==> src/shared/psq_defines.svh <==
// offsets, field positions, reset values and timing counts of the sequencer
// assumes inclusion by bare name from the package and the design file
`ifndef PSQ_DEFINES_SVH
`define PSQ_DEFINES_SVH

// clock rate and documented times
`define PSQ_CLK_KHZ 125000
`define PSQ_DEF_FREQ_MIN_MS 6
`define PSQ_WAKE_BASE_MS 125
`define PSQ_SEQ_STEP_CYC 16
`define PSQ_POR_BASE_CYC 1024

// register byte offsets
`define PSQ_OFF_CTRL 12'h000
`define PSQ_OFF_STATUS 12'h004
`define PSQ_OFF_FAULT 12'h008
`define PSQ_OFF_IRQ 12'h00c

// control register fields
`define PSQ_CTRL_W 21
`define PSQ_CTRL_VPT_LSB 0
`define PSQ_CTRL_SSDIS 2
`define PSQ_CTRL_FMODE 3
`define PSQ_CTRL_FSEL_LSB 4
`define PSQ_CTRL_CLAMP 7
`define PSQ_CTRL_MON_LSB 8
`define PSQ_CTRL_THR_LSB 11
`define PSQ_CTRL_POR_LSB 13
`define PSQ_CTRL_HIB 16
`define PSQ_CTRL_PBEN 17
`define PSQ_CTRL_WAKE_LSB 18
`define PSQ_CTRL_RST 21'h000000

// regulation target codes
`define PSQ_VP_15V 2'h0
`define PSQ_VP_12V 2'h1
`define PSQ_VP_9V 2'h2

// codes with special meaning
`define PSQ_WAKE_NEVER 3'h7
`define PSQ_MON_BAD 3'h7

// fault register bits and reset value
`define PSQ_FLT_POR 0
`define PSQ_FLT_RAIL 1
`define PSQ_FLT_TEMP 2
`define PSQ_FLT_WAKE 3
`define PSQ_FLT_RST 4'h1

// synchronised input positions
`define PSQ_IN_W 9
`define PSQ_IN_SENSE 0
`define PSQ_IN_UVLO 1
`define PSQ_IN_SYS 2
`define PSQ_IN_CORE 5
`define PSQ_IN_WARN 6
`define PSQ_IN_TFLT 7
`define PSQ_IN_PB 8

`endif

==> src/shared/psq_pkg.sv <==
// types of the power sequencer and supervisor
// assumes psq_defines.svh on the include path
`include "psq_defines.svh"
package psq_pkg;

  typedef enum logic [2:0] {
    ST_SAFE, ST_DEFAULT, ST_SYS, ST_SEQ, ST_POR, ST_RUN, ST_HIB
  } psq_fsm_e;

  typedef enum logic [1:0] {FM_SAFE, FM_DEFAULT, FM_LOW, FM_HIGH} psq_fmode_e;

  typedef enum logic {SENSE_HIGH_SIDE, SENSE_LOW_SIDE} psq_sense_e;

  // command word to the switching supply controller
  typedef struct packed {
    logic en;
    psq_fmode_e mode;
    logic [2:0] sel;
    psq_sense_e sense;
    logic [1:0] target;
    logic clamp;
  } psq_sw_s;

  // regulator enables; seq holds flash, io, mixed, core from bit 0
  typedef struct packed {
    logic sys;
    logic [3:0] seq;
  } psq_reg_en_s;

  // whole state of the sequencer
  typedef struct packed {
    logic [`PSQ_IN_W-1:0] sync1;
    logic [`PSQ_IN_W-1:0] sync2;
    logic [`PSQ_IN_W-1:0] sync3;
    logic [`PSQ_IN_W-1:0] filt;
    logic pb_prev;
    psq_fsm_e state;
    logic [31:0] cnt;
    logic [1:0] idx;
    logic [`PSQ_CTRL_W-1:0] ctrl;
    logic [3:0] fault;
    logic irq_mask;
    logic irq;
    logic pready;
    logic pslverr;
    logic [31:0] prdata;
    psq_sw_s sw;
    psq_reg_en_s regs;
    logic mcu_rst_n;
    logic clk_avail;
  } psq_state_s;

endpackage : psq_pkg

==> src/core/psq_sequencer.sv <==
// power start-up sequencer, reset supervisor and hibernate control
// assumes an APB master on pclk and analog comparators on the inputs
`timescale 1ns/1ps
`default_nettype none
`include "psq_defines.svh"

// Contract
// (RL1) regulation target starts at 15V; 9V or 12V only once running
// (RL2) sense input picks high-side or low-side mode at start-up, latched
// (RL3) safe start at 11.4kHz until main rail passes undervoltage lockout
// (RL4) default 45kHz for at least 6ms before regulators turn on
// (RL5) software picks high-frequency or low-frequency switching mode
// (RL6) each frequency mode offers eight selectable settings
// (RL7) software programs target, mode, frequency and clamp at initialisation
// (RL8) software should disable the switcher when main rail fed directly
// (RL9) flash, io, mixed and core regulators turn on one after another
// (RL10) reset released only when four rails good and reset timer done
// (RL11) hibernate shuts down the switcher and every regulator
// (RL12) hibernate ends on wake timer, plus push button when enabled
// (RL13) wake field 3 bits: 125ms doubling to 8s, last code never
// (RL14) hibernate exit reruns start-up and fully resets the core
// (RL15) only persistent fault and reset-cause bits survive hibernate
// (RL16) any rail below good flags fault and holds core in reset
// (RL17) over-temperature fault resets the core, cannot be masked
// (RL18) fault bits survive core reset and stay readable afterwards
// (RL19) temperature warning is a maskable interrupt to the core
// (RL20) supply monitor selects one of seven sources
// (RL21) threshold reference selects one of four levels
// (RL22) clocks run only once supplies ready, before core leaves reset
module psq_sequencer #(
  parameter int unsigned DEF_CYC = `PSQ_DEF_FREQ_MIN_MS * `PSQ_CLK_KHZ,
  parameter int unsigned WAKE_BASE_CYC = `PSQ_WAKE_BASE_MS * `PSQ_CLK_KHZ,
  parameter int unsigned POR_BASE_CYC = `PSQ_POR_BASE_CYC,
  parameter int unsigned SEQ_STEP_CYC = `PSQ_SEQ_STEP_CYC
) (
  // clock, reset, enable
  input wire logic pclk,
  input wire logic presetn,
  input wire logic ce,
  // apb slave
  input wire logic [11:0] paddr,
  input wire logic psel,
  input wire logic penable,
  input wire logic pwrite,
  input wire logic [31:0] pwdata,
  output logic [31:0] prdata,
  output logic pready,
  output logic pslverr,
  // analog comparator levels
  input wire logic current_sense_input_high,
  input wire logic main_rail_uvlo_ok,
  input wire logic system_5v_rail_good,
  input wire logic io_3v3_rail_good,
  input wire logic mixed_3v3_rail_good,
  input wire logic core_1v2_rail_good,
  input wire logic die_temp_warn,
  input wire logic die_temp_fault,
  input wire logic push_button,
  // analog controls
  output psq_pkg::psq_sw_s switching_supply_ctrl,
  output psq_pkg::psq_reg_en_s regulator_en,
  output logic [2:0] supply_monitor_output_sel,
  output logic [1:0] threshold_reference_sel,
  // core side
  output logic mcu_rst_n,
  output logic clk_avail,
  output logic temp_warn_irq
);

  localparam psq_pkg::psq_state_s ST_RST = '{
    state: psq_pkg::ST_SAFE,
    ctrl: `PSQ_CTRL_RST,
    fault: `PSQ_FLT_RST,
    sw: '{mode: psq_pkg::FM_SAFE, sense: psq_pkg::SENSE_HIGH_SIDE,
          en: 1'b1, target: `PSQ_VP_15V, default: '0},
    default: '0
  };

  psq_pkg::psq_state_s st_reg;
  psq_pkg::psq_state_s st_next;
  logic [`PSQ_IN_W-1:0] pins;
  logic all_good;
  logic acc;
  logic wr_done;
  logic wake_exp;
  logic wake_never;
  logic pb_evt;
  logic [31:0] por_lim;
  logic [31:0] wake_lim;
  logic [2:0] wake_sel;

  // pin levels gathered in sync order
  assign pins = {push_button, die_temp_fault, die_temp_warn,
                 core_1v2_rail_good, mixed_3v3_rail_good, io_3v3_rail_good,
                 system_5v_rail_good, main_rail_uvlo_ok,
                 current_sense_input_high};

  // outputs straight from state flops
  assign prdata = st_reg.prdata;
  assign pready = st_reg.pready;
  assign pslverr = st_reg.pslverr;
  assign switching_supply_ctrl = st_reg.sw;
  assign regulator_en = st_reg.regs;
  assign supply_monitor_output_sel = st_reg.ctrl[`PSQ_CTRL_MON_LSB +: 3];
  // (RL21) one of four threshold levels
  assign threshold_reference_sel = st_reg.ctrl[`PSQ_CTRL_THR_LSB +: 2];
  assign mcu_rst_n = st_reg.mcu_rst_n;
  assign clk_avail = st_reg.clk_avail;
  assign temp_warn_irq = st_reg.irq;

  // derived levels and timer limits
  assign all_good = &st_reg.filt[`PSQ_IN_CORE:`PSQ_IN_SYS];
  assign acc = psel & penable;
  assign wr_done = acc & st_reg.pready & pwrite & ~st_reg.pslverr;
  assign por_lim = 32'(POR_BASE_CYC) << st_reg.ctrl[`PSQ_CTRL_POR_LSB +: 2];
  assign wake_sel = st_reg.ctrl[`PSQ_CTRL_WAKE_LSB +: 3];
  // (RL13) doubling wake durations
  assign wake_lim = 32'(WAKE_BASE_CYC) << wake_sel;
  assign wake_never = (wake_sel == `PSQ_WAKE_NEVER);
  assign wake_exp = ~wake_never & (st_reg.cnt >= wake_lim - 32'h1);
  assign pb_evt = st_reg.filt[`PSQ_IN_PB] & ~st_reg.pb_prev;

  // next-state logic
  always_comb begin
    st_next = st_reg;
    // three-stage sync, change taken when stages two and three agree
    st_next.sync1 = pins;
    st_next.sync2 = st_reg.sync1;
    st_next.sync3 = st_reg.sync2;
    st_next.filt = (st_reg.sync2 & st_reg.sync3)
                 | (st_reg.filt & (st_reg.sync2 ^ st_reg.sync3));
    st_next.pb_prev = st_reg.filt[`PSQ_IN_PB];

    // apb: one wait cycle, answer registered
    st_next.pready = acc & ~st_reg.pready;
    if (acc && !st_reg.pready) begin
      st_next.pslverr = 1'b0;
      unique case (paddr)
        `PSQ_OFF_CTRL: st_next.prdata = {11'h000, st_reg.ctrl};
        `PSQ_OFF_STATUS: st_next.prdata = {16'h0000,
            3'h0, st_reg.filt[`PSQ_IN_SENSE +: 8], st_reg.sw.sense,
            1'b0, st_reg.state};
        `PSQ_OFF_FAULT: st_next.prdata = {28'h0000000, st_reg.fault};
        `PSQ_OFF_IRQ: st_next.prdata = {30'h00000000, st_reg.irq,
            st_reg.irq_mask};
        default: begin
          st_next.prdata = 32'h00000000;
          st_next.pslverr = 1'b1;
        end
      endcase
    end
    if (wr_done) begin
      unique case (paddr)
        `PSQ_OFF_CTRL: begin
          // (RL1) settings only accepted once running
          if (st_reg.state == psq_pkg::ST_RUN) begin
            st_next.ctrl = pwdata[`PSQ_CTRL_W-1:0];
            st_next.ctrl[`PSQ_CTRL_HIB] = 1'b0;
            if (pwdata[`PSQ_CTRL_VPT_LSB +: 2] == 2'h3) begin
              st_next.ctrl[`PSQ_CTRL_VPT_LSB +: 2] =
                st_reg.ctrl[`PSQ_CTRL_VPT_LSB +: 2];
            end
            // (RL20) seven monitor sources, eighth code ignored
            if (pwdata[`PSQ_CTRL_MON_LSB +: 3] == `PSQ_MON_BAD) begin
              st_next.ctrl[`PSQ_CTRL_MON_LSB +: 3] =
                st_reg.ctrl[`PSQ_CTRL_MON_LSB +: 3];
            end
          end
        end
        // (RL18) write one to clear, sets below win
        `PSQ_OFF_FAULT: st_next.fault = st_reg.fault & ~pwdata[3:0];
        // (RL19) warning mask
        `PSQ_OFF_IRQ: st_next.irq_mask = pwdata[0];
        default: st_next.ctrl = st_reg.ctrl;
      endcase
    end

    // (RL19) warning interrupt gated by mask
    st_next.irq = st_reg.filt[`PSQ_IN_WARN] & st_reg.irq_mask;

    // sequencer
    unique case (st_reg.state)
      psq_pkg::ST_SAFE: begin
        // (RL3) safe start-up frequency
        st_next.sw.en = 1'b1;
        st_next.sw.mode = psq_pkg::FM_SAFE;
        st_next.sw.target = `PSQ_VP_15V;
        // (RL2) sense mode tracked, frozen on leaving
        st_next.sw.sense = st_reg.filt[`PSQ_IN_SENSE] ?
          psq_pkg::SENSE_HIGH_SIDE : psq_pkg::SENSE_LOW_SIDE;
        if (st_reg.filt[`PSQ_IN_UVLO]) begin
          st_next.state = psq_pkg::ST_DEFAULT;
          st_next.sw.mode = psq_pkg::FM_DEFAULT;
          st_next.cnt = 32'h0;
        end
      end
      psq_pkg::ST_DEFAULT: begin
        // (RL4) hold default frequency the minimum time
        st_next.cnt = st_reg.cnt + 32'h1;
        if (st_reg.cnt == 32'(DEF_CYC - 1)) begin
          st_next.state = psq_pkg::ST_SYS;
          st_next.regs.sys = 1'b1;
          st_next.cnt = 32'h0;
        end
      end
      psq_pkg::ST_SYS: begin
        if (st_reg.filt[`PSQ_IN_SYS]) begin
          st_next.state = psq_pkg::ST_SEQ;
          st_next.idx = 2'h0;
          st_next.cnt = 32'h0;
        end
      end
      psq_pkg::ST_SEQ: begin
        // (RL9) regulators on one per step
        st_next.cnt = st_reg.cnt + 32'h1;
        if (st_reg.cnt == 32'(SEQ_STEP_CYC - 1)) begin
          st_next.regs.seq[st_reg.idx] = 1'b1;
          st_next.idx = st_reg.idx + 2'h1;
          st_next.cnt = 32'h0;
          if (st_reg.idx == 2'h3) begin
            st_next.state = psq_pkg::ST_POR;
          end
        end
      end
      psq_pkg::ST_POR: begin
        st_next.mcu_rst_n = 1'b0;
        // (RL22) clocks follow ready supplies
        st_next.clk_avail = all_good;
        // (RL10) timer runs only while rails good and die cool
        if (all_good && !st_reg.filt[`PSQ_IN_TFLT]) begin
          st_next.cnt = st_reg.cnt + 32'h1;
          if (st_reg.cnt >= por_lim - 32'h1) begin
            st_next.state = psq_pkg::ST_RUN;
            st_next.mcu_rst_n = 1'b1;
            st_next.cnt = 32'h0;
          end
        end else begin
          st_next.cnt = 32'h0;
        end
      end
      psq_pkg::ST_RUN: begin
        // (RL8) switcher off on request for direct supply
        st_next.sw.en = ~st_reg.ctrl[`PSQ_CTRL_SSDIS];
        // (RL5) software frequency mode and (RL6) setting
        st_next.sw.mode = st_reg.ctrl[`PSQ_CTRL_FMODE] ?
          psq_pkg::FM_HIGH : psq_pkg::FM_LOW;
        st_next.sw.sel = st_reg.ctrl[`PSQ_CTRL_FSEL_LSB +: 3];
        st_next.sw.target = st_reg.ctrl[`PSQ_CTRL_VPT_LSB +: 2];
        st_next.sw.clamp = st_reg.ctrl[`PSQ_CTRL_CLAMP];
        if (!all_good || st_reg.filt[`PSQ_IN_TFLT]) begin
          // (RL16) rail fault holds the core in reset
          if (!all_good) begin
            st_next.fault[`PSQ_FLT_RAIL] = 1'b1;
          end
          // (RL17) temperature fault, no mask
          if (st_reg.filt[`PSQ_IN_TFLT]) begin
            st_next.fault[`PSQ_FLT_TEMP] = 1'b1;
          end
          st_next.state = psq_pkg::ST_POR;
          st_next.mcu_rst_n = 1'b0;
          st_next.cnt = 32'h0;
        end else if (wr_done && paddr == `PSQ_OFF_CTRL &&
                     pwdata[`PSQ_CTRL_HIB]) begin
          // (RL11) everything off in hibernate
          st_next.state = psq_pkg::ST_HIB;
          st_next.sw.en = 1'b0;
          st_next.regs = '0;
          st_next.mcu_rst_n = 1'b0;
          st_next.clk_avail = 1'b0;
          st_next.cnt = 32'h0;
        end
      end
      psq_pkg::ST_HIB: begin
        if (!wake_exp && !wake_never) begin
          st_next.cnt = st_reg.cnt + 32'h1;
        end
        // (RL12) timer, then push button when enabled
        if (st_reg.ctrl[`PSQ_CTRL_PBEN] ? (pb_evt & (wake_exp | wake_never))
                                         : wake_exp) begin
          // (RL14) full start-up again, core held in reset
          st_next.state = psq_pkg::ST_SAFE;
          st_next.sw = ST_RST.sw;
          st_next.cnt = 32'h0;
          // (RL15) all but the persistent fault bits lost
          st_next.ctrl = `PSQ_CTRL_RST;
          st_next.irq_mask = 1'b0;
          st_next.fault[`PSQ_FLT_WAKE] = 1'b1;
          // synced levels restart, so a rail lost in hibernate is seen
          st_next.sync2 = '0;
          st_next.sync3 = '0;
          st_next.filt = '0;
          st_next.pb_prev = 1'b0;
        end
      end
      default: st_next.state = psq_pkg::ST_SAFE;
    endcase
  end

  // state register, frozen while ce low
  always_ff @(posedge pclk or negedge presetn) begin
    if (!presetn) begin
      st_reg <= ST_RST;
    end else if (ce) begin
      st_reg <= st_next;
    end
  end
endmodule : psq_sequencer
`default_nettype wire

==> config.mk <==
export PLATFORM = sky130hd
export DESIGN_NAME = psq_sequencer
export DESIGN_NICKNAME = d
export VERILOG_FILES = /design/src/shared/psq_pkg.sv /design/src/core/psq_sequencer.sv
export VERILOG_INCLUDE_DIRS = /design/src /design/src/shared
export SDC_FILE = /design/constraint.sdc
export NUM_CORES = 1
export LEC_CHECK = 0
export ABC_AREA = 1
export BUFFER_PORTS_ARGS = -buffer_cell sky130_fd_sc_hd__buf_2
export CAP_MARGIN = 20
export CORE_MARGIN = 2
export CORE_UTILIZATION = 50
export CTS_BUF_LIST = sky130_fd_sc_hd__clkbuf_16
export CTS_CLUSTER_DIAMETER = 120
export DETAILED_ROUTE_END_ITERATION = 7
export PLACE_DENSITY = 0.76
export SYNTH_ARGS = -nofsm -noshare
export SYNTH_HDL_FRONTEND = slang
export SYNTH_SLANG_ARGS = --single-unit
==> constraint.sdc <==
create_clock -name pclk -period 3.6 [get_ports pclk]
set_input_delay 0.72 -clock pclk [delete_from_list [all_inputs] [get_ports pclk]]
set_output_delay 0.72 -clock pclk [all_outputs]
set_load 0.1 [all_outputs]
==> flow_summary.toml, run 1 <==
[status]
status = "finished, final reports clean"

[clock_network]
post_cts_buffers = 0
clk_pin_slew_ns = 0.07
numCtsBuffers = 17
cts_sinks = 141
tritoncts = "yes"
cts.repair.resized = 0
root_buffer = "clkbuf_16"
clk_latency_ns = 0.44
cts.path.max_buffers = 2
hold_buffers = 0
htreeDepth = 4

[synth]
synth-seq-cells = 141
yosysTopAreaCell = "dfrtp_1"
netlist.area_leader.share_pct = 36.4
synthCells = 1302
synth_edf_count = 0
synth_area_per_cell_um2 = 7.33
synth_area_mm2 = 0.00954
seq_area_frac_synth_pct = 37.0
ys_dominant_reg_cell = "dfrtp_1"
synth.distinct_cells = 49
synthTopCellsByArea = "dfrtp_1 36%, nand2_1 15%, ha_1 7.6%"
async_flop_share_pct = 100
yosysWarnings = 0

[critical_path]
required_ns = 3.97
critical-path-top-delay-family = "simple AND/OR/NAND/NOR gates"
crit_arrival_ns = 3.64
slowest_delay_ns = 0.39
crit_path_end_kind = "register"
crit_type = "register to register"
path_buf_inv = 4
path_common_cell = "nand2_1"
cp-start-kind = "register"
crit_chain = "clkinv_1, ha_1, inv_1, nor2_1, inv_1, o21ai_0, nand4_1, xor2_1, ha_1, nand2_1, nand2_1, nand2_1, nand2_1, a21oi_1, nand2_1, nand2_1, nand2_2, nand2_1, nand2_2, nand3_2, buf_12, nand2_1, nand2_1"
path_max_fanout = 32
critPathSlowestCell = "ha_1"

[global_route]
grt_use_total_pct = 25.1
grt_max_degree = 78
first_global_vias = 7971
antenna_found_initial = 0
overflow = 0
grt_pass1_wl_um = 40200

[timing]
tightest_slew_ns = 0.796
fin_crit_sh_pct = 90.9
slew_headroom_pct = 46.9
final.setup.tns_ns = 0
slew_violations = 0
clock_skew_ns = 0.0153
hold_viol_final = 0
fmax_ghz = 0.305
min_period_ns = 3.27
rsz0062_at_grt = "false"
finalSetupViolations = 0
hold-worst-slack_ns = 0.304

[placed_design]
postPlaceCellArea_mm2 = 0.00993
place.gp.congestion = 0.933
dp_hpwl_um = 17900
port_buffers = 93

[routing]
ant_nets = 0
vias = 8631
met3_length_um = 1460
drt-met1-wl_um = 11200
drc = 0
dr.pass1.iters = 5
drt_wl_total_um = 24500
top_layer_used = "met4"
wire_per_inst_um = 15.4
via_per_inst = 5.40
dr_wl_met2_um = 11300
drt_first_iter_violations = 617

[cells_and_area]
antenna_cells = 0
final_area_mm2 = 0.0105
largest_reg_flops = 95
drive_gt1_share_pct = 16.4
layout.nets = 1467
areaGrowthSynthToFinish_pct = 10.4

[worst_hold_path]
hp-class = "primary input to asynchronous set/reset pin"

[die]
boundaryPins = 116
fp.dieArea_mm2 = 0.0202
num_rows = 50
die_h_um = 142
start_util_pct = 51.0
core_mm2 = 0.0187
die_w_um = 142

[power_and_ir_drop]
ir_drop_mv = 0.340
power.density_mw_per_mm2 = 471
leakage_nw = 5.51

[job]
cap_violations = 0
worst register-to-register path: stages, from the launching register on:
cell and delay, ns:
dfrtp_1 0.35, clkinv_1 0.19, ha_1 0.39, inv_1 0.05, nor2_1 0.11, inv_1 0.09, o21ai_0 0.17, nand4_1 0.16
xor2_1 0.16, ha_1 0.29, nand2_1 0.06, nand2_1 0.04, nand2_1 0.05, nand2_1 0.04, a21oi_1 0.12, nand2_1 0.09
nand2_1 0.07, nand2_2 0.08, nand2_1 0.09, nand2_2 0.14, nand3_2 0.13, buf_12 0.18, nand2_1 0.11, nand2_1 0.07
cells by family (layout without fill, tap and decap cells):
| family | Yosys count | in the layout | share of synthesized area, % |
|---|---|---|---|
| mux | 1 | 1 | 0.105 |
| fa+ha+maj | 58 | 58 | 7.60 |
| xor+xnor | 7 | 7 | 0.642 |
| flops | 141 | 141 | 37.0 |
| other cells | 2 | 13 | 0.0787 |
| buf+inv | 241 | 291 | 12.2 |
| simple gates | 655 | 655 | 30.4 |
| compound gates | 197 | 197 | 12.0 |
synthesized netlist by cell type, drive strengths merged (3+ instances only):
library cell  number
ha                58
a22o              10
or2                3
o211ai             3
nand3b            11
xor2               7
nand4             24
o21ai             90
o22ai             46
buf               76
inv              146
nand3             82
nand2            391
o31ai              3
nor2             125
a21oi             31
o21bai             5
clkbuf            17
dfrtp            139
nor3              18
placed cells by master (no fill, tap or decap), types with 2 or more instances in the layout:
cell	Yosys	final
dfrtp_1	139	139
nor2_2	33	33
xor2_1	7	7
o22ai_1	46	46
o211ai_1	3	3
inv_8	0	5
nor2_4	4	4
clkinv_1	2	2
clkbuf_16	0	17
nand2_2	6	6
conb_1	2	13
buf_4	52	14
o21ai_0	56	56
nor3_2	4	4
nor3_1	13	13
nand2_1	382	382
a21boi_1	2	2
a21oi_1	30	30
nand3b_1	11	11
o21ai_1	33	33
o31ai_1	3	3
nand3_1	80	80
nor2_1	87	87
inv_2	20	20
buf_2	16	92
clkinv_4	0	2
o21a_1	2	2
inv_6	0	2
nand4_1	24	24
buf_12	0	4
o21bai_1	5	5
ha_1	58	58
dfstp_2	2	2
clkinv_8	0	6
inv_1	126	126
nand3_2	2	2
a22o_1	10	10
nand2_4	3	3
where the power goes:
group	switching [W]	total [W]	leakage (nW)	internal, W
registers	0.000110	0.00182	1.88	0.00171
logic	0.000963	0.00135	3.33	0.000383
clock network	0.000854	0.00180	0.298	0.000945
total	0.00193	0.00497	5.51	0.00304
metal layers:
metal / vias to the layer above / track usage, %
met3: 41 / 4.95
met4: 0 / 8.47
li1: 4271 / -
met2: 257 / 39.7
met5: - / 0
met1: 4062 / 34.7
final cells by class:
type	count	area [µm²]
Clock inverter	15	189
Tap cell	234	293
Inverter	148	556
Clock buffer	17	425
Timing Repair Buffer	111	657
Multi-Input combinational cell	931	4890
Sequential cell	141	3530
Fill cell	1725	8170
stage by stage:
stage	utilization, %	total power (W)	std cells	worst slack (ns)
4_1_cts	56.3	0.00499	1597	0.325
3_5_place_dp	53.1	0.00319	1565	0.348
6_report	56.3	0.00497	1597	0.326
3_3_place_gp	53.1	0.00315	1565	0.439
5_1_grt	56.3	0.00522	1597	0.0391
2_1_floorplan	-	0.00290	1313	0.547
worst paths after layout:
check / endpoint / from / slack, ns / depth (start not counted)
min in group pclk: switching_supply_ctrl[9] / switching_supply_ctrl[9] / 0.47 / 2
max: st_reg[104] / st_reg[75] / 0.33 / 23
min reg2reg: switching_supply_ctrl[9] / switching_supply_ctrl[9] / 0.47 / 2
min: st_reg[90] / presetn / 0.30 / 1
max in group asynchronous: switching_supply_ctrl[9] / presetn / 2.44 / 2
max reg2reg: st_reg[104] / st_reg[75] / 0.33 / 23
Note: power is estimated with default switching activity, not from simulation.
==> inputs of run 2 (changes only) <==
--- a/config.mk
+++ b/config.mk
@@ -15,6 +15,7 @@
 export CTS_CLUSTER_DIAMETER = 120
 export DETAILED_ROUTE_END_ITERATION = 7
 export PLACE_DENSITY = 0.76
+export SETUP_SLACK_MARGIN = 0.5
 export SYNTH_ARGS = -nofsm -noshare
 export SYNTH_HDL_FRONTEND = slang
 export SYNTH_SLANG_ARGS = --single-unit
==> constraint.sdc (replaced) <==
create_clock -name pclk -period 3.6 [get_ports pclk]
set_input_delay 0.36 -clock pclk [delete_from_list [all_inputs] [get_ports pclk]]
set_output_delay 0.36 -clock pclk [all_outputs]
set_load 0.1 [all_outputs]
==> flow_summary.toml, run 2 (synthesis gave the netlist of run 1 again) <==
[timing]
slew_violations = 0
finalSetupViolations = 0
fin_ws_ns = 0.498
rsz0062_at_grt = "true"
hold_viol_final = 0
min_period_ns = 3.10
fmax_ghz = 0.322
fin_crit_sh_pct = 86.2
clock_skew_ns = 0.0146
tightest_slew_ns = 0.901
slew_headroom_pct = 39.8
final.setup.tns_ns = 0

[die]
boundaryPins = 116
num_rows = 50
fp.dieArea_mm2 = 0.0202
start_util_pct = 51.0
die_w_um = 142
die_h_um = 142
core_mm2 = 0.0187

[cells_and_area]
antenna_cells = 0
seq_area_mm2 = 0.00353
num-fill-cells = 1591
layout.nets = 1499
drive_gt1_share_pct = 21.2
largest_reg_flops = 95
layout_commonest_cell = "nand2_1"
utilization_pct = 60.3
layout_common_cells = "370 x nand2_1, 138 x dfrtp_1, 119 x inv_1, 92 x buf_2, 83 x nor2_1"
areaGrowthSynthToFinish_pct = 18.2
multi_input_area_mm2 = 0.00512

[clock_network]
clk_pin_slew_ns = 0.07
tritoncts = "yes"
htreeDepth = 4
cts.path.max_buffers = 2
numCtsBuffers = 17
cts_sinks = 141
clk_latency_ns = 0.45
root_buffer = "clkbuf_16"

[critical_path]
crit_path_end_kind = "register"
r2r_start = "st_reg[76]"
required_ns = 3.93
crit_type = "register to register"
crit_arrival_ns = 3.43
crit_path_start = "st_reg[76]"
rr_worst_depth = 23
r2r_slack_ns = 0.50
endpoint = "st_reg[111]"
reg2reg_to = "st_reg[111]"
path_max_fanout = 8
cp-start-kind = "register"

[routing]
ant_nets = 0
drc = 0
via_per_inst = 5.66
wire_per_inst_um = 17.0
vias = 9223
drt_wl_total_um = 27800
drt_first_iter_violations = 860
dr.pass1.iters = 6

[global_route]
first_global_vias = 8388
grt_max_degree = 78
grt_use_total_pct = 26.2
overflow = 0
grt_pass1_wl_um = 41900
antenna_found_initial = 0

[power_and_ir_drop]
leakage_nw = 5.80
power.density_mw_per_mm2 = 479
p_switching_w = 0.00213
pwr-share-clk_pct = 33.6
ir_drop_mv = 0.357
combPwrFrac_pct = 32.5
swShare_pct = 39.4
seqPwrFrac_pct = 33.8
power.internal_w = 0.00327

[worst_hold_path]
hp-class = "primary input to register"
holdPathStages = 2

[placed_design]
preCtsSetupSlack_ns = 0.215
port_buffers = 93
place.gp.congestion = 0.908
dp_hpwl_um = 17500

[status]
status = "finished, final reports clean"

[job]
cap_violations = 0
[run 2: cell types whose count changed in the layout (fill, tap and decap cells not counted), sizes merged]
cell | before | now
buf | 111 | 132
clkinvlp | 0 | 2
inv | 153 | 152
clkbuf | 17 | 26
dlygate4sd3 | 0 | 1
[run 2: stage by stage]
stage,total power [W],cells,cell area [µm²],hold WS (ns)
after global routing,0.00564,1629,11300,0.102
after global placement,0.00315,1563,9910,0.429
final,0.00541,1629,11300,0.109
after floorplan,0.00290,1313,9590,0.0644
after CTS,0.00509,1602,10700,0.103
after detailed placement,0.00318,1563,9910,0.427
[run 2: power groups by stage]
stage | logic, W | registers [W] | clock network (W)
5_1_grt | 0.00189 | 0.00184 | 0.00190
3_5_place_dp | 0.00134 | 0.00184 | 0
6_report | 0.00176 | 0.00183 | 0.00182
2_1_floorplan | 0.00109 | 0.00181 | 0
4_1_cts | 0.00144 | 0.00182 | 0.00183
3_3_place_gp | 0.00131 | 0.00184 | 0
[run 2: worst min path at each step]
stage / to / from / slack [ns]
floorplan: clk_avail / presetn / 0.06
global placement: st_reg[83] / presetn / 0.43
detailed placement: st_reg[82] / presetn / 0.43
CTS: st_reg[53] / pwdata[0] / 0.10
global route: st_reg[53] / pwdata[0] / 0.10
finish: st_reg[53] / pwdata[0] / 0.11
[run 2: layer usage]
layer  vias to the layer above  wire length [µm]  GRT usage [%]
li1                       4356                 -              -
met1                      4439             11600           34.5
met2                       370             13600           43.9
met3                        58              1980           4.98
met4                         0               617           7.79
met5                         -                 0              0
[run 2: area by class of cell]
class                      instances  area share (%)
tap                              234            2.59
clock buffer                      17            3.77
timing repair inverter             1          0.0443
multi-input combinational        931            45.4
timing repair buffer             142            10.2
sequential                       141            31.3
clock inverter                    15            1.71
inverter                         148            5.02
[run 2: what timing repair did]
| action | in CTS | in global routing |
|---|---|---|
| setup buffers | 3 | 15 |
| resized for setup | 15 | 57 |
| hold endpoints to repair | 72 | 0 |
| pin swaps | 0 | 26 |
| hold buffers | 1 | 0 |
| gates cloned | 3 | 11 |
| endpoints found under the setup margin | 93 | 95 |
[run 2: worst max-delay path, cell delays in order (launching register included)]
cell	delay [ns]
dfrtp_1	0.42
inv_4	0.13
ha_4	0.15
inv_2	0.04
nor2_2	0.12
inv_2	0.08
ha_4	0.17
buf_4	0.13
xor2_1	0.15
ha_1	0.30
nand2_1	0.06
nor2_1	0.10
nand2_1	0.06
nand2_1	0.08
nand2_1	0.06
nand2_2	0.08
nand2_2	0.07
nand2_4	0.12
nand2_4	0.07
nand2_4	0.09
nand3_4	0.16
clkbuf_16	0.23
nand2_2	0.07
nand2_1	0.04
